`src/oas_consts.svh`:
```
`ifndef OAS_CONSTS_SVH
`define OAS_CONSTS_SVH
// Register-file location of the stack pointer.
`define OAS_STACK_POINTER_ADDR 8'hD9
// Recommended software start value and the upper bound of a legal start.
`define OAS_SP_RECOMMENDED 8'hC0
`define OAS_SP_LIMIT 8'hC0
// Working register window size and the base of the common area.
`define OAS_WREG_WINDOW 8
`define OAS_WREG_BASE 8'hC0
`endif

```
`src/oas_pkg.sv`:
```
package oas_pkg;
	// Operand addressing modes as presented by the instruction decoder.
	typedef enum logic [2:0] {
		OAS_MODE_REGISTER = 3'h0,
		OAS_MODE_POINTER_VIA_REGISTER = 3'h1,
		OAS_MODE_INDEXED = 3'h2,
		OAS_MODE_ABSOLUTE_OPERAND = 3'h3,
		OAS_MODE_VECTOR_TABLE = 3'h4,
		OAS_MODE_PC_OFFSET = 3'h5,
		OAS_MODE_LITERAL_OPERAND = 3'h6
	} oas_mode_t;

	// Instruction classes that matter to address generation.
	typedef enum logic [3:0] {
		OAS_INSTR_OTHER = 4'h0,
		OAS_INSTR_REGISTER_MOVE = 4'h1,
		OAS_INSTR_PROGRAM_MEMORY_LOAD = 4'h2,
		OAS_INSTR_EXTERNAL_DATA_LOAD = 4'h3,
		OAS_INSTR_ABSOLUTE_JUMP = 4'h4,
		OAS_INSTR_CALL = 4'h5,
		OAS_INSTR_RELATIVE_BRANCH = 4'h6,
		OAS_INSTR_SUBROUTINE_EXIT = 4'h7,
		OAS_INSTR_INTERRUPT_EXIT = 4'h8,
		OAS_INSTR_PUSH = 4'h9,
		OAS_INSTR_POP = 4'hA,
		OAS_INSTR_INTERRUPT_ENTRY = 4'hB
	} oas_instr_t;

	// Memory space that an effective address points into.
	typedef enum logic [1:0] {
		OAS_SPACE_REGFILE = 2'h0,
		OAS_SPACE_PROGRAM = 2'h1,
		OAS_SPACE_EXTERNAL = 2'h2,
		OAS_SPACE_NONE = 2'h3
	} oas_space_t;

	// Stack sequencer states, one-hot.
	typedef enum logic [6:0] {
		OAS_ST_IDLE = 7'b0000001,
		OAS_ST_PUSH_LO = 7'b0000010,
		OAS_ST_PUSH_HI = 7'b0000100,
		OAS_ST_PUSH_FL = 7'b0001000,
		OAS_ST_POP_FL = 7'b0010000,
		OAS_ST_POP_HI = 7'b0100000,
		OAS_ST_POP_LO = 7'b1000000
	} oas_state_t;
endpackage : oas_pkg

```
`src/oas_operand_stack_unit.sv`:
```
`timescale 1ns/1ps
`include "oas_consts.svh"

// Notes on behaviour
// RULE_01: Decrement before push, increment after pop.
// RULE_02: Call saves PC; subroutine exit restores it.
// RULE_03: Interrupt saves PC and flags; exit restores both.
// RULE_04: Eight-bit pointer at D9H, reset leaves undefined.
// RULE_05: Software starts pointer between 00H and C0H.
// RULE_06: 00H wraps to FFH; C0H recommended start.
// RULE_07: Register mode reads named register or pair.
// RULE_08: Pointer picks 8-byte window, field picks register.
// RULE_09: Register holds address; pairs address memory.
// RULE_10: Register-file index: instruction base plus register.
// RULE_11: Memory index: register pair plus instruction offset.
// RULE_12: Short offset sign-extended, external memory only.
// RULE_13: Indexed only for move, program, external loads.
// RULE_14: Absolute mode carries 16 bits; jumps load PC.
// RULE_15: Memory loads use absolute source or destination.
// RULE_16: Vector table in lowest 256 bytes, upper zero.
// RULE_17: Vector-table mode only for subroutine call.
// RULE_18: Relative branch adds signed byte to PC.
// RULE_19: Relative base is the following instruction address.
// RULE_20: Relative mode only for relative branch.
// RULE_21: Literal operand comes from instruction field.
// RULE_22: Pairs: even address high byte, odd low.
// RULE_23: Pointer arithmetic wraps modulo 256 silently.
module oas_operand_stack_unit import oas_pkg::*; #(
	parameter int PC_WIDTH = 16
) (
	input wire logic clk,
	input wire logic rst,
	input wire logic op_valid,
	input wire oas_instr_t op_instr,
	input wire oas_mode_t op_mode,
	input wire logic op_wide,
	input wire logic op_short,
	input wire logic op_dest_mem,
	input wire logic [7:0] op_reg_field,
	input wire logic [15:0] op_imm,
	input wire logic [7:0] op_push_data,
	input wire logic [PC_WIDTH-1:0] pc_next,
	input wire logic [7:0] flags_in,
	input wire logic [7:0] reg_pointer,
	output logic [7:0] rf_rd_addr,
	input wire logic [7:0] rf_rd_data,
	output logic rf_wr_en,
	output logic [7:0] rf_wr_addr,
	output logic [7:0] rf_wr_data,
	output logic [15:0] mem_addr,
	output oas_space_t ea_space,
	output logic [15:0] operand,
	output logic operand_valid,
	output logic mode_fault,
	output logic [PC_WIDTH-1:0] pc_load,
	output logic pc_load_en,
	output logic [7:0] flags_load,
	output logic flags_load_en,
	output logic [7:0] pop_data,
	output logic pop_data_valid,
	output logic stack_busy,
	output logic [7:0] stack_pointer_out
);
	initial begin
		if (PC_WIDTH < 8 || PC_WIDTH > 16) begin
			$error("PC_WIDTH must lie between 8 and 16");
		end
	end

	// Working register address: window from pointer, index from field.
	function automatic logic [7:0] wreg_addr(input logic [7:0] rp,
		input logic [2:0] idx);
		wreg_addr = {rp[7:3], idx}; // see RULE_08
	endfunction : wreg_addr

	// Address of one byte of a pair; even is high, odd is low.
	function automatic logic [7:0] pair_addr(input logic [7:0] a,
		input logic lo);
		pair_addr = {a[7:1], lo}; // see RULE_22
	endfunction : pair_addr

	logic [7:0] stack_pointer_r;
	logic [7:0] stack_pointer_nxt;
	oas_state_t state_r;
	logic [7:0] hi_r;
	logic [7:0] pair_hi_r;
	logic [7:0] base_addr;
	logic [7:0] ptr_hi_r;
	logic [1:0] phase_r;
	logic mode_ok;

	// Which instructions may use which modes.
	always_comb begin
		case (op_mode)
			OAS_MODE_INDEXED: mode_ok = (op_instr == OAS_INSTR_REGISTER_MOVE)
				|| (op_instr == OAS_INSTR_PROGRAM_MEMORY_LOAD)
				|| (op_instr == OAS_INSTR_EXTERNAL_DATA_LOAD); // see RULE_13
			OAS_MODE_VECTOR_TABLE:
				mode_ok = (op_instr == OAS_INSTR_CALL); // see RULE_17
			OAS_MODE_PC_OFFSET:
				mode_ok = (op_instr == OAS_INSTR_RELATIVE_BRANCH); // see RULE_20
			default: mode_ok = 1'b1;
		endcase
	end

	// Short offsets exist only toward external memory.
	logic short_ok;
	assign short_ok = !op_short
		|| (op_instr == OAS_INSTR_EXTERNAL_DATA_LOAD); // see RULE_12

	assign base_addr = op_reg_field[7:4] == 4'hE
		? wreg_addr(reg_pointer, op_reg_field[2:0]) : op_reg_field;

	// Effective address, operand fetch in two phases for 16-bit values.
	// Phase 0 reads the high byte, phase 1 the low byte; the decoder
	// holds the request until operand_valid.
	logic fetch_active;
	assign fetch_active = op_valid && state_r == OAS_ST_IDLE
		&& mode_ok && short_ok;

	logic [15:0] pair_val;
	assign pair_val = {pair_hi_r, rf_rd_data};

	logic [7:0] rd_addr_c;
	always_comb begin
		rd_addr_c = base_addr;
		case (op_mode)
			OAS_MODE_REGISTER:
				rd_addr_c = op_wide ? pair_addr(base_addr, phase_r[0])
					: base_addr; // see RULE_07
			OAS_MODE_POINTER_VIA_REGISTER: begin
				if (op_wide) begin
					rd_addr_c = pair_addr(base_addr, phase_r[0]); // see RULE_09
				end else if (phase_r == 2'd0) begin
					rd_addr_c = base_addr;
				end else begin
					rd_addr_c = ptr_hi_r;
				end
			end
			OAS_MODE_INDEXED:
				rd_addr_c = op_instr == OAS_INSTR_REGISTER_MOVE
					? wreg_addr(reg_pointer, op_reg_field[2:0])
					: pair_addr(base_addr, phase_r[0]); // see RULE_11
			default: rd_addr_c = base_addr;
		endcase
	end

	// Stack reads override operand reads, both in pop sequences and in a
	// single pop, which must read the top entry and not the register field.
	always_comb begin
		case (state_r)
			OAS_ST_POP_FL, OAS_ST_POP_HI, OAS_ST_POP_LO:
				rf_rd_addr = stack_pointer_r;
			default: rf_rd_addr = (fetch_active && op_instr == OAS_INSTR_POP)
				? stack_pointer_r : rd_addr_c; // see RULE_01
		endcase
	end

	// Number of read phases needed before the result stands.
	logic last_phase;
	always_comb begin
		case (op_mode)
			OAS_MODE_REGISTER: last_phase = !op_wide || phase_r == 2'd1;
			OAS_MODE_POINTER_VIA_REGISTER:
				last_phase = phase_r == 2'd1;
			OAS_MODE_INDEXED: last_phase = op_instr == OAS_INSTR_REGISTER_MOVE
				|| phase_r == 2'd1;
			default: last_phase = 1'b1;
		endcase
	end

	always_ff @(posedge clk) begin
		if (rst || !fetch_active || last_phase) begin
			phase_r <= 2'd0;
		end else begin
			phase_r <= phase_r + 2'd1;
		end
	end

	always_ff @(posedge clk) begin
		if (rst) begin
			pair_hi_r <= 8'h00;
			ptr_hi_r <= 8'h00;
		end else if (fetch_active && !last_phase) begin
			pair_hi_r <= rf_rd_data;
			ptr_hi_r <= rf_rd_data;
		end
	end

	// Result registers.
	logic [15:0] disp;
	assign disp = op_short ? {{8{op_imm[7]}}, op_imm[7:0]} // see RULE_12
		: op_imm;

	logic [PC_WIDTH-1:0] rel_target;
	assign rel_target = pc_next
		+ PC_WIDTH'({{8{op_imm[7]}}, op_imm[7:0]}); // see RULE_18 RULE_19

	always_ff @(posedge clk) begin
		if (rst) begin
			operand <= 16'h0000;
			mem_addr <= 16'h0000;
			ea_space <= OAS_SPACE_NONE;
			operand_valid <= 1'b0;
			mode_fault <= 1'b0;
		end else begin
			operand_valid <= 1'b0;
			mode_fault <= op_valid && state_r == OAS_ST_IDLE
				&& !(mode_ok && short_ok);
			if (fetch_active && last_phase) begin
				operand_valid <= 1'b1;
				ea_space <= OAS_SPACE_NONE;
				case (op_mode)
					OAS_MODE_REGISTER: begin
						operand <= op_wide ? pair_val
							: {8'h00, rf_rd_data}; // see RULE_07
						ea_space <= OAS_SPACE_REGFILE;
					end
					OAS_MODE_POINTER_VIA_REGISTER: begin
						if (op_wide) begin
							mem_addr <= pair_val; // see RULE_09
							ea_space <= op_instr == OAS_INSTR_EXTERNAL_DATA_LOAD
								? OAS_SPACE_EXTERNAL : OAS_SPACE_PROGRAM;
						end else begin
							mem_addr <= {8'h00, ptr_hi_r};
							operand <= {8'h00, rf_rd_data};
							ea_space <= OAS_SPACE_REGFILE;
						end
					end
					OAS_MODE_INDEXED: begin
						if (op_instr == OAS_INSTR_REGISTER_MOVE) begin
							mem_addr <= {8'h00, op_imm[7:0] + rf_rd_data}; // see RULE_10
							ea_space <= OAS_SPACE_REGFILE;
						end else begin
							mem_addr <= pair_val + disp; // see RULE_11
							ea_space <= op_instr == OAS_INSTR_EXTERNAL_DATA_LOAD
								? OAS_SPACE_EXTERNAL : OAS_SPACE_PROGRAM;
						end
					end
					OAS_MODE_ABSOLUTE_OPERAND: begin
						mem_addr <= op_imm; // see RULE_14 RULE_15
						if (op_instr == OAS_INSTR_EXTERNAL_DATA_LOAD) begin
							ea_space <= OAS_SPACE_EXTERNAL;
						end else begin
							ea_space <= OAS_SPACE_PROGRAM;
						end
						operand <= {15'h0000, op_dest_mem};
					end
					OAS_MODE_VECTOR_TABLE: begin
						mem_addr <= {8'h00, op_imm[7:0]}; // see RULE_16
						ea_space <= OAS_SPACE_PROGRAM;
					end
					OAS_MODE_PC_OFFSET: mem_addr <= 16'(rel_target);
					OAS_MODE_LITERAL_OPERAND: operand <= op_imm; // see RULE_21
					default: operand <= 16'h0000;
				endcase
			end
		end
	end

	// Program counter loads for jumps and branches; a vector-table call
	// leaves the final fetch of the stored pair to the program memory path.
	logic start_call;
	assign start_call = fetch_active && last_phase
		&& (op_instr == OAS_INSTR_CALL || op_instr == OAS_INSTR_INTERRUPT_ENTRY);

	always_ff @(posedge clk) begin
		if (rst) begin
			pc_load <= '0;
			pc_load_en <= 1'b0;
		end else begin
			pc_load_en <= 1'b0;
			if (fetch_active && last_phase && op_mode == OAS_MODE_ABSOLUTE_OPERAND
				&& (op_instr == OAS_INSTR_ABSOLUTE_JUMP
				|| op_instr == OAS_INSTR_CALL)) begin
				pc_load <= op_imm[PC_WIDTH-1:0]; // see RULE_14
				pc_load_en <= 1'b1;
			end else if (fetch_active && op_mode == OAS_MODE_PC_OFFSET) begin
				pc_load <= rel_target; // see RULE_18
				pc_load_en <= 1'b1;
			end else if (state_r == OAS_ST_POP_LO) begin
				pc_load <= PC_WIDTH'({hi_r, rf_rd_data}); // see RULE_02 RULE_03
				pc_load_en <= 1'b1;
			end
		end
	end

	// Stack sequencer. Pushes store the low PC byte first so that the
	// high byte ends at the lower address, matching pair byte order.
	oas_state_t state_nxt;
	always_comb begin
		state_nxt = state_r;
		case (state_r)
			OAS_ST_IDLE: begin
				if (start_call) begin
					state_nxt = OAS_ST_PUSH_LO; // see RULE_02 RULE_03
				end else if (fetch_active && (op_instr == OAS_INSTR_SUBROUTINE_EXIT
					|| op_instr == OAS_INSTR_INTERRUPT_EXIT)) begin
					state_nxt = op_instr == OAS_INSTR_INTERRUPT_EXIT
						? OAS_ST_POP_FL : OAS_ST_POP_HI;
				end
			end
			OAS_ST_PUSH_LO: state_nxt = OAS_ST_PUSH_HI;
			OAS_ST_PUSH_HI: state_nxt = op_instr == OAS_INSTR_INTERRUPT_ENTRY
				? OAS_ST_PUSH_FL : OAS_ST_IDLE;
			OAS_ST_PUSH_FL: state_nxt = OAS_ST_IDLE;
			OAS_ST_POP_FL: state_nxt = OAS_ST_POP_HI;
			OAS_ST_POP_HI: state_nxt = OAS_ST_POP_LO;
			OAS_ST_POP_LO: state_nxt = OAS_ST_IDLE;
			default: state_nxt = OAS_ST_IDLE;
		endcase
	end

	always_ff @(posedge clk) begin
		if (rst) begin
			state_r <= OAS_ST_IDLE;
		end else begin
			state_r <= state_nxt;
		end
	end

	logic push_now;
	logic pop_now;
	assign push_now = state_r == OAS_ST_PUSH_LO || state_r == OAS_ST_PUSH_HI
		|| state_r == OAS_ST_PUSH_FL
		|| (fetch_active && op_instr == OAS_INSTR_PUSH);
	assign pop_now = state_r == OAS_ST_POP_FL || state_r == OAS_ST_POP_HI
		|| state_r == OAS_ST_POP_LO
		|| (fetch_active && op_instr == OAS_INSTR_POP);

	// Pushes write at the decremented pointer; pops read at the current
	// one and step afterwards. Both wrap silently.
	logic [7:0] sp_dec;
	assign sp_dec = stack_pointer_r - 8'h01; // see RULE_01 RULE_06 RULE_23

	logic rf_wr_en_ext;
	logic [7:0] rf_wr_addr_ext;
	assign rf_wr_en_ext = fetch_active && op_instr == OAS_INSTR_REGISTER_MOVE
		&& op_mode != OAS_MODE_INDEXED;
	assign rf_wr_addr_ext = op_reg_field;

	logic sp_write;
	assign sp_write = rf_wr_en_ext && rf_wr_addr_ext == `OAS_STACK_POINTER_ADDR;

	always_comb begin
		stack_pointer_nxt = stack_pointer_r;
		if (sp_write) begin
			stack_pointer_nxt = op_imm[7:0]; // see RULE_04 RULE_05
		end else if (push_now) begin
			stack_pointer_nxt = sp_dec; // see RULE_01
		end else if (pop_now) begin
			stack_pointer_nxt = stack_pointer_r + 8'h01; // see RULE_01 RULE_23
		end
	end

	// No reset: the pointer is undefined until software loads it.
	always_ff @(posedge clk) begin
		stack_pointer_r <= stack_pointer_nxt; // see RULE_04
	end

	always_ff @(posedge clk) begin
		if (rst) begin
			rf_wr_en <= 1'b0;
			rf_wr_addr <= 8'h00;
			rf_wr_data <= 8'h00;
		end else begin
			rf_wr_en <= push_now || rf_wr_en_ext;
			rf_wr_addr <= push_now ? sp_dec : rf_wr_addr_ext;
			case (state_r)
				OAS_ST_PUSH_LO: rf_wr_data <= 8'(pc_next);
				OAS_ST_PUSH_HI: rf_wr_data <= 8'(pc_next >> 8);
				OAS_ST_PUSH_FL: rf_wr_data <= flags_in; // see RULE_03
				default: rf_wr_data <= push_now ? op_push_data : op_imm[7:0];
			endcase
		end
	end

	always_ff @(posedge clk) begin
		if (rst) begin
			hi_r <= 8'h00;
			flags_load <= 8'h00;
			flags_load_en <= 1'b0;
			pop_data <= 8'h00;
			pop_data_valid <= 1'b0;
		end else begin
			flags_load_en <= state_r == OAS_ST_POP_FL; // see RULE_03
			pop_data_valid <= fetch_active && op_instr == OAS_INSTR_POP;
			if (state_r == OAS_ST_POP_FL) begin
				flags_load <= rf_rd_data;
			end
			if (state_r == OAS_ST_POP_HI) begin
				hi_r <= rf_rd_data;
			end
			if (fetch_active && op_instr == OAS_INSTR_POP) begin
				pop_data <= rf_rd_data;
			end
		end
	end

	assign stack_busy = state_r != OAS_ST_IDLE;
	assign stack_pointer_out = stack_pointer_r;
endmodule : oas_operand_stack_unit

```
`config.mk`:
```
export PLATFORM = sky130hd
export DESIGN_NAME = oas_operand_stack_unit
export DESIGN_NICKNAME = d
export VERILOG_FILES = /design/src/oas_pkg.sv /design/src/oas_operand_stack_unit.sv
export VERILOG_INCLUDE_DIRS = /design/src
export SDC_FILE = /design/constraint.sdc
export NUM_CORES = 1
export LEC_CHECK = 0
export BUFFER_PORTS_ARGS = -buffer_cell sky130_fd_sc_hd__buf_4
export CORE_AREA = 2 2 181 183
export DETAILED_ROUTE_END_ITERATION = 7
export DIE_AREA = 0 0 183 185
export PLACE_DENSITY = 0.55
export SLEW_MARGIN = 20
export SYNTH_ARGS = -nofsm -noshare
export SYNTH_HDL_FRONTEND = slang
export SYNTH_SLANG_ARGS = --single-unit
```
`constraint.sdc`:
```
create_clock -name clk -period 2.9 [get_ports clk]
set_input_delay 0.29 -clock clk [delete_from_list [all_inputs] [get_ports clk]]
set_output_delay 0.29 -clock clk [all_outputs]
set_load 0.02 [all_outputs]
```
==> results by group, run 1 <==
Run status
  – Status: completed

STA
  – Least-Margin Pin Slew: 0.851 ns
  – RSZ-0062 raised after global routing: false
  – Normalized max-slew margin: around 43%
  – WHS: 0.163 ns
  – Post-Route Setup TNS: 0 ns
  – Setup violations, final: 0
  – Fmax achieved: between 300 and 400 MHz
  – Tmin final: 2.79 ns
  – Slew Limit Fails: 0
  – Clock Skew: approximately 0.014 ns
  – Final hold violations: 0
  – Final Cycle Share: between 90% and 100%

Synth
  – Commonest cells post-synth: nor2_1, dfxtp_1, nand2_1
  – Main combinational cell family by area after synthesis: compound AO/OA/AOI/OAI gates
  – Most common cell in the synthesized netlist: nor2_1
  – Count of cell types in the netlist: 78
  – Synth top area share: 28.8%
  – Multiplexer area fraction after synthesis: 8.17%
  – Synth top area cells: dfxtp_1, mux2i_1, nor2_1
  – Synth Area in Compound Gates: around a quarter
  – Post-synth ARST share: 0%
  – Post-Synth XOR/XNOR Area: under 10%
  – Post-synthesis simple-gate area fraction: a little over a fifth
  – Ys Warns: 0
  – Cells after Synth: ~1000
  – Sequential area share after synthesis: around a third
  – Post-Syn Area: 0.00787 mm2
  – Net Count, Synth: around 1100
  – Post-Synth Adder-Cell Area: ~6%
  – EDFF count, synth: 8
  – Ys flop type: dfxtp_1
  – Yosys reg bits: about 120
  – Mapped Avg Cell Area: around 8.0 um2
  – Yosys top cell by area: dfxtp_1

Worst setup path
  – Worst-path cell chain: nor3_4, nand4_1, a2111o_1, or2_1, or3_4, a2111oi_1, a21oi_1, nor2_1
  – Req. time, crit path: roughly 3.3 ns
  – Setup CP Type: register to register
  – Critical Path End Type: register
  – Slowest Stage Delay on Critical Path: approximately 0.56 ns
  – Crit Path Max Fanout: 6
  – Startpoint types: register
  – Worst EP arrival: 3.16 ns
  – Slowest CP cell: a2111oi_1

Drt
  – WL/cell: approximately 21 um
  – Via count: 8594
  – Final ANT Viol Nets: 0
  – Vias per inst: 5.27
  – DRT Wirelength: roughly 34000 um
  – Starting DRC count in detailed routing: 822
  – DRC viols: 0
  – Pre-antenna DRT Iters: 6

GRT
  – Vias in the first global route: about 8400
  – First-pass GRT wire length: slightly above 50000 um
  – Pin count of the biggest net entering global routing: 69
  – Gr ovfl total: 0
  – All-Layer GR Usage: between 20% and 30%
  – Antenna violations before repair: 0

Power
  – Leakage power: 4.64 nW
  – PwrDens: approximately 520 mW/mm2
  – Max VDD drop: a little over 400 uV

Clocking
  – CTS Buf Count: 17
  – H-tree Lvls: 4
  – CTS tree: built
  – CTS Sinks: roughly 120
  – Hold_buf cts: 0
  – Clock Pin Slew Worst Setup and Hold Paths: about 0.06 ns
  – Worst-case clock buffer depth: 2
  – Clock Latency Late Sink: 0.44 ns
  – CTS Root Cell: clkbuf_16

Layout
  – Layout cells sized above 1: between 20% and 30%
  – Final instance area: around 0.011 mm2
  – Area grow syn2layout: 37.5%
  – Final nets: ~1300
  – Finished Layout Cells: between 1500 and 2000
  – Final core utilization: between 30% and 40%

Floorplanning
  – Die Wd: 183 um
  – Core ar.: between 0.03 and 0.04 mm2
  – IO Count: 190
  – # rows: 66
  – Die H: ~190 um
  – Initial core utilization: between 20% and 30%
  – Die area: between 0.03 and 0.04 mm2

Placed design
  – GP Congestion: 0.949
  – Inst Count DP: 1598
  – DP HPWL: 26000 um
  – DP Area: just over 0.01 mm2
  – # port buffers: roughly 190

Run
  – Maxcap violations: 0

Min path
  – Hold WC Path Type: input pin to register
## worst max-delay path: cells and delay by family (launching register included)
family | cells | cell delay [ns]
AO/OA/AOI/OAI | 3 | 1.12
flip-flops | 1 | 0.37
AND/OR/NAND/NOR | 5 | 1.23
## per-stage QoR
| step | setup WS (ns) | total power [W] |
|---|---|---|
| after detailed placement | -0.0136 | 0.00318 |
| final | 0.111 | 0.00566 |
| after CTS | 0.00282 | 0.00566 |
| after global routing | 0.000718 | 0.00588 |
| after global placement | 0.0342 | 0.00317 |
| after floorplan | 0.0647 | 0.00259 |
## state kept, by name (all words and copies together), names as in the netlist, 2 cells and up
signal and flops:
mem_addr 16, operand 16, pc_load 16, flags_load 8, hi_r 8, pop_data 8, ptr_hi_r 8, rf_wr_addr 8
rf_wr_data 8, stack_pointer_out 8, state_r 7, ea_space 2, phase_r 2
## what timing repair did
action,in CTS,in global routing
endpoints found under the hold margin,0,0
pin swaps,1,3
setup endpoints to repair,6,25
setup buffers,0,1
gates resized for setup,6,6
## layer usage
layer / global-route usage [%] / up-vias / routed length (um) / part of all wire (%)
met1: 25.2 / 4098 / 14800 / 43
met5: 0 / - / 0 / 0
li1: - / 4070 / - / -
met2: 32.4 / 354 / 15600 / 46
met3: 5.37 / 72 / 2640 / 7.7
met4: 8.86 / 0 / 1230 / 3.6
## final cells by class
| type | count | area (um2) |
|---|---|---|
| fill | 3428 | 21200 |
| multi-input combinational | 778 | 5040 |
| sequential | 121 | 2500 |
| timing repair buffer | 266 | 2000 |
| tap | 408 | 510 |
| clock buffer | 21 | 470 |
| clock inverter | 11 | 190 |
| inverter | 26 | 97.6 |
| antenna | 1 | 2.50 |
## cells by family after synthesis
kind of cell	after synthesis
buffers and inverters	90
adders and majority gates	36
and+or+nand+nor	351
DFF	121
xor gates and xnor gates	39
muxes	63
AOI/OAI and AO/OA	289
## path summary, 6_finish.rpt
path,slack [ns],startpoint,to,cells past startpoint
setup / recovery,0.11,state_r[5],mem_addr[3],8
hold / removal,0.16,op_reg_field[1],rf_wr_addr[1],3
setup reg to reg,0.11,state_r[5],mem_addr[3],8
hold reg to reg,0.45,pc_load[8],pc_load[8],2
## layout by cell type (no fill, tap or decap), types with 4 or more instances in the layout
master and instances:
a22oi_1 11, o31ai_1 5, o22ai_1 12, a21o_1 6, o211ai_1 7, nand4_1 7
mux2_2 10, nor2_1 119, a221oi_1 11, nand2_1 89, xor2_1 16, a21oi_1 87
nand3_1 19, xnor2_1 23, dfxtp_1 113, and2_1 7, edfxtp_1 8, or3_1 4
a211oi_1 21, nor2b_1 10, ha_1 34, o221ai_1 9, nand4b_1 5, a31oi_1 5
a222oi_1 8, nor3_1 43, nand2b_1 11, o21a_1 6, bufinv_16 5, o2111ai_1 4
nor3b_1 4, mux2i_1 53, buf_4 265, clkbuf_16 17, inv_1 26, o21bai_1 4
o21ai_0 62
## where the power goes
part | total (W) | internal (W) | leakage, nW | switching (W)
combinational | 0.00137 | 0.000556 | 3.33 | 0.000815
clock | 0.00249 | 0.00159 | 0.316 | 0.000892
sequential | 0.00181 | 0.00175 | 0.989 | 0.0000538
No activity file was read; power rests on OpenSTA's default activity.
==> run 2, diff against run 1 <==
Settings changed: PLACE_DENSITY 0.55 to 0.53.
==> run 2 against run 1 <==
  * Critical path depth up 1
  * Sequential share of layout area up 0.21 points
  * Combinational power about the same
  * First-iteration DRC count up 14%
  * Highest routed layer unchanged
==> results by group, run 2 (same netlist as run 1, synthesis figures left out) <==
Run status
  – Status: completed

STA
  – Clock Skew: 0.0129 ns (-0.000831 ns)
  – Normalized max-slew margin: 48.5% (+5.2 points)
  – Final Cycle Share: 95.6% (-0.55 points)
  – Least-Margin Pin Slew: 0.767 ns (-0.0843 ns)
  – Slew Limit Fails: 0 (unchanged)
  – Tmin final: 2.77 ns (-0.0160 ns)
  – Setup violations, final: 0 (unchanged)
  – Fmax achieved: 361 MHz (+0.58%)
  – Final hold violations: 0 (unchanged)
  – RSZ-0062 raised after global routing: false

Worst setup path
  – R2r startpoint: state_r[5]
  – Worst EP arrival: 2.48 ns (-0.68 ns)
  – Critical Path End Type: primary output
  – CP startpoint: phase_r[0]
  – Startpoint types: register
  – Reg2reg end: pc_load[12]
  – Crit Path Max Fanout: 4 (-2)
  – Req. time, crit path: 2.61 ns (-0.66 ns)
  – Setup CP Type: register to primary output
  – FF-to-FF path depth: 8 (unchanged)
  – Worst R2R Setup Slack: 0.20 ns (+0.09 ns)

Min path
  – Hold WC Path Type: input pin to register
  – Hold_sp: op_imm[11]
  – Hold EP: pc_load[11]
  – WHS Path Cells: 3 (unchanged)

Floorplanning
  – IO Count: 190 (unchanged)
  – Initial core utilization: 24.6% (unchanged)
  – Core ar.: 0.0320 mm2 (unchanged)
  – Die H: 185 um (unchanged)
  – Die area: 0.0339 mm2 (unchanged)
  – # rows: 66 (unchanged)
  – Die Wd: 183 um (unchanged)

Placed design
  – Inst Count DP: 1598 (unchanged)
  – # port buffers: 186 (unchanged)
  – GP Congestion: 0.929 (-2.1%)
  – DP HPWL: 26200 um (+0.59%)

Layout
  – Multi-input gate area: 0.00504 mm2 (unchanged)
  – Diodes inserted: 0 (-1)
  – Final nets: 1330 (-0.075%)
  – Most common cell after layout, fill and taps aside: buf_4
  – Register area: 0.00250 mm2 (unchanged)
  – Filler instances: 3394 (-0.99%)
  – Layout cells sized above 1: 26.7% (about the same)
  – Finished Layout Cells: 1630 (-0.12%)
  – Area grow syn2layout: 36.3%
  – Most frequent cells in the layout: buf_4, nor2_1, dfxtp_1
  – Final core utilization: 33.5% (-0.30 points)
  – Top Registers: mem_addr x16, operand x16, pc_load x16

Clocking
  – CTS Buf Count: 17 (unchanged)
  – Setup Buffers After CTS: 0 (unchanged)
  – H-tree Lvls: 4 (unchanged)
  – CTS Root Cell: clkbuf_16
  – Hold_buf cts: 0 (unchanged)
  – Clock Pin Slew Worst Setup and Hold Paths: 0.06 ns (about the same)
  – Worst-case clock buffer depth: 2 (unchanged)
  – Resized Gates After CTS: 4 (-2)
  – CTS tree: built
  – Clock Latency Late Sink: 0.44 ns (about the same)
  – CTS Sinks: 121 (unchanged)

GRT
  – Vias in the first global route: 8137 (-2.9%)
  – Gr ovfl total: 0 (unchanged)
  – Antenna violations before repair: 0 (unchanged)
  – All-Layer GR Usage: 19.9% (-0.23 points)
  – Pin count of the biggest net entering global routing: 52 (-25%)
  – First-pass GRT wire length: 50100 um (-1.2%)

Power
  – Clock share of power: 40.3% (-3.6 points)
  – Int Power: 0.00359 W (-8.1%)
  – Net switching power: 0.00174 W (-1.1%)
  – Sw frac: 32.7% (+1.6 points)
  – PwrDens: 497 mW/mm2 (-5.1%)
  – Sequential share of power: 33.9% (+2.0 points)
  – Leakage power: 4.60 nW (-0.84%)
  – Max VDD drop: 337 uV (-18%)
  – Part of the power in combinational logic: 25.8% (+1.6 points)

Drt
  – WL/cell: 21.1 um (+0.43%)
  – DRC viols: 0 (unchanged)
  – Final ANT Viol Nets: 0 (unchanged)
  – DRT Wirelength: 34300 um (+0.31%)
  – Vias per inst: 5.28 (+0.31%)
  – Via count: 8610 (+0.19%)
  – Starting DRC count in detailed routing: 934 (+14%)
  – Pre-antenna DRT Iters: 6 (unchanged)

Run
  – Maxcap violations: 0 (unchanged)
## run 2: cell count changes in the layout (fill, tap and decap cells not counted), sizes merged
cell    before  now
diode        1    0
clkinv       1    7
buf        266  265
inv         28   26
bufinv       5    1
## run 2: worst max path at each step
stage	slack, ns	depth (start not counted)	to
final	0.13	9	rf_rd_addr[7]
after global routing	0.02	9	rf_rd_addr[7]
after CTS	0.01	8	mem_addr[3]
after detailed placement	-0.03	9	mem_addr[3]
after global placement	-0.03	9	mem_addr[3]
after floorplan	0.06	9	rf_rd_addr[4]
## run 2: final cells by class
type                       instances  area share [%]
inverter                          26           0.910
tap                              408            4.76
sequential                       121            23.3
timing repair buffer             265            18.6
multi-input combinational        778            47.0
clock inverter                    11           0.887
clock buffer                      21            4.49
## run 2: critical path, stage by stage (launching register included)
cell	delay, ns
dfxtp_1	0.37
inv_1	0.07
ha_1	0.21
or4b_4	0.52
o21ai_0	0.17
nand2_1	0.07
o221ai_1	0.20
a21oi_1	0.13
a21o_1	0.17
buf_4	0.15
## run 2: power by group through the flow
stage          clock network (W)  logic [W]  registers [W]
4_1_cts                  0.00219    0.00136        0.00180
6_report                 0.00215    0.00137        0.00180
3_5_place_dp                   0    0.00135        0.00184
3_3_place_gp                   0    0.00135        0.00184
5_1_grt                  0.00225    0.00148        0.00181
2_1_floorplan                  0   0.000697        0.00189
## run 2: per-stage QoR
step | hold WS [ns] | setup TNS, ns | setup slack, ns | area (um2) | power (W)
after global routing | 0.163 | 0 | 0.0192 | 10700 | 0.00555
after detailed placement | 0.448 | -0.0278 | -0.0256 | 10100 | 0.00319
final | 0.159 | 0 | 0.127 | 10700 | 0.00533
after global placement | 0.444 | -0.0264 | -0.0264 | 10100 | 0.00319
after floorplan | 0.430 | 0 | 0.0647 | 7870 | 0.00259
after CTS | 0.140 | 0 | 0.00977 | 10700 | 0.00535
## run 2: layer usage
layer | vias to the layer above | track usage [%] | share of wire, %
met5 | - | 0 | 0
li1 | 4068 | - | -
met3 | 50 | 5.19 | 8.8
met4 | 0 | 5.76 | 2.0
met1 | 4121 | 26.1 | 43
met2 | 371 | 32.0 | 46
==> run 3, diff against run 2 <==
Settings changed: CORE_AREA 2 2 181 183 to 10 10 189 191, DIE_AREA 0 0 183 185 to 0 0 199 201.
==> run 3 against run 2 <==
  * Total power fell by 0.85%
  * Non-clock buffer count grew 5
  * Final cell count grew 0.31%
  * Count of clock-buffer cells in the layout did not move
  * Critical path depth stayed put
  * Register-to-register slack got worse by 0.02 ns
  * Critical path type is now register to register
==> results by group, run 3 (same netlist as run 1, synthesis figures left out) <==
Run status
  – Status: completed

Layout
  – Final nets: 1335 (+0.38%)
  – Final core utilization: 33.6% (+0.14 points)
  – Finished Layout Cells: 1635 (+0.31%)
  – Diodes inserted: 0 (unchanged)
  – Most common cell after layout, fill and taps aside: buf_4
  – Filler instances: 3428 (+1.0%)
  – Layout cells sized above 1: 27.2% (+0.54 points)
  – Most frequent cells in the layout: buf_4, nor2_1, dfxtp_1
  – Area grow syn2layout: 36.8%
  – Top Registers: mem_addr x16, operand x16, pc_load x16
  – Final instance area: 0.0108 mm2 (+0.43%)

Run
  – Maxcap violations: 0 (unchanged)

Worst setup path
  – Worst EP arrival: 3.10 ns (+0.62 ns)
  – Setup CP Type: register to register
  – Req. time, crit path: 3.28 ns (+0.67 ns)
  – Crit Path Max Fanout: 6 (+2)
  – Startpoint types: register
  – Critical Path End Type: register

GRT
  – M1 GR Usage: 21.4% (-4.7 points)
  – Layer with the highest usage: met2
  – Gr ovfl total: 0 (unchanged)
  – Antenna violations before repair: 1 (+1)
  – GRT met2 Usage: 27.6% (-4.4 points)
  – Pin count of the biggest net entering global routing: 46 (-12%)
  – First-pass GRT wire length: 52100 um (+4.0%)
  – Vias in the first global route: 8310 (+2.1%)
  – M3 GR Usage: 5.43% (+0.24 points)
  – All-Layer GR Usage: 17.3% (-2.6 points)

Drt
  – Vias per inst: 5.20 (-1.5%)
  – Starting DRC count in detailed routing: 659 (-29%)
  – Via count: 8505 (-1.2%)
  – WL/cell: 21.8 um (+3.5%)
  – Final ANT Viol Nets: 0 (unchanged)
  – Pre-antenna DRT Iters: 7 (+1)
  – DRC viols: 0 (unchanged)
  – DRT Wirelength: 35600 um (+3.8%)

STA
  – Normalized max-slew margin: 47.3% (-1.2 points)
  – Setup violations, final: 0 (unchanged)
  – Final Cycle Share: 93.9% (-1.7 points)
  – Fmax achieved: 367 MHz (+1.8%)
  – Tmin final: 2.72 ns (-0.0492 ns)
  – Worst Slack Setup Final: 0.176 ns (+0.0492 ns)
  – Clock Skew: 0.0122 ns (-0.000696 ns)
  – Slew Limit Fails: 0 (unchanged)
  – Final hold violations: 0 (unchanged)
  – Least-Margin Pin Slew: 0.784 ns (+0.0177 ns)

Floorplanning
  – Die H: 201 um (+8.6%)
  – Die area: 0.0400 mm2 (+18%)
  – # rows: 66 (unchanged)
  – Die Wd: 199 um (+8.7%)
  – IO Count: 190 (unchanged)
  – Core ar.: 0.0320 mm2 (unchanged)
  – Initial core utilization: 24.6% (unchanged)

Power
  – Overall power: 0.00528 W (-0.85%)
  – Max VDD drop: 383 uV (+14%)
  – Leakage power: 4.64 nW (+0.84%)
  – PwrDens: 491 mW/mm2 (-1.3%)

Clocking
  – Clock Pin Slew Worst Setup and Hold Paths: 0.06 ns (about the same)
  – CTS tree: built
  – CTS Buf Count: 17 (unchanged)
  – CTS Root Cell: clkbuf_16
  – Clock Latency Late Sink: 0.44 ns (about the same)
  – H-tree Lvls: 4 (unchanged)
  – Hold_buf cts: 0 (unchanged)
  – Setup Buffers After CTS: 0 (unchanged)
  – Worst-case clock buffer depth: 2 (unchanged)
  – CTS Sinks: 121 (unchanged)

Placed design
  – Inst Count DP: 1603 (+0.31%)
  – Worst slack, placed: -0.204 ns (-0.178 ns)
  – # port buffers: 186 (unchanged)
  – DP HPWL: 27800 um (+6.0%)
  – GP Congestion: 0.916 (-1.4%)
  – DP Area: 0.0101 mm2 (+0.37%)

Min path
  – Hold WC Path Type: input pin to register
[run 3: repair_timing]
item,4_1_cts,5_1_grt
resized for setup,9,8
setup endpoints to repair,8,26
pin swaps,0,1
[run 3: critical path: stages (launching register included)]
cell	delay, ns
dfxtp_1	0.37
nor3_4	0.24
nand4_1	0.19
a2111o_1	0.44
or2_1	0.32
or3_4	0.41
a2111oi_2	0.40
buf_4	0.18
a21oi_1	0.03
nor2_1	0.08
[run 3: final timing paths]
kind,cells past startpoint,startpoint,slack (ns),endpoint
worst max-delay path,9,state_r[5],0.18,mem_addr[3]
worst min-delay path,3,op_imm[11],0.16,pc_load[11]
worst max register to register,9,state_r[5],0.18,mem_addr[3]
worst min register to register,2,pc_load[0],0.45,pc_load[0]
[run 3: cell type report]
type,instances,area [um2],area share [%]
clock buffer,21,460,4.28
clock inverter,11,95.1,0.883
inverter,26,97.6,0.906
multi-input combinational,778,5070,47.1
sequential,121,2500,23.3
tap,408,510,4.74
timing repair buffer,270,2030,18.9
[run 3: routing by layer]
| layer | share of wire [%] | wire length, um |
|---|---|---|
| met1 | 42 | 14900 |
| met2 | 46 | 16500 |
| met3 | 9.4 | 3350 |
| met4 | 2.5 | 900 |
| met5 | 0.042 | 15 |
[run 3: report_power, final]
part,total [W],switching (W),internal [W]
registers,0.00180,0.0000510,0.00175
clock network,0.00209,0.000869,0.00122
logic,0.00139,0.000820,0.000569
total,0.00528,0.00174,0.00354
[run 3: through the flow]
step / TNS [ns] / hold WS (ns)
final: 0 / 0.160
after global routing: -0.0156 / 0.169
after CTS: 0 / 0.140
after detailed placement: -0.204 / 0.446
after global placement: -0.113 / 0.443
after floorplan: 0 / 0.430
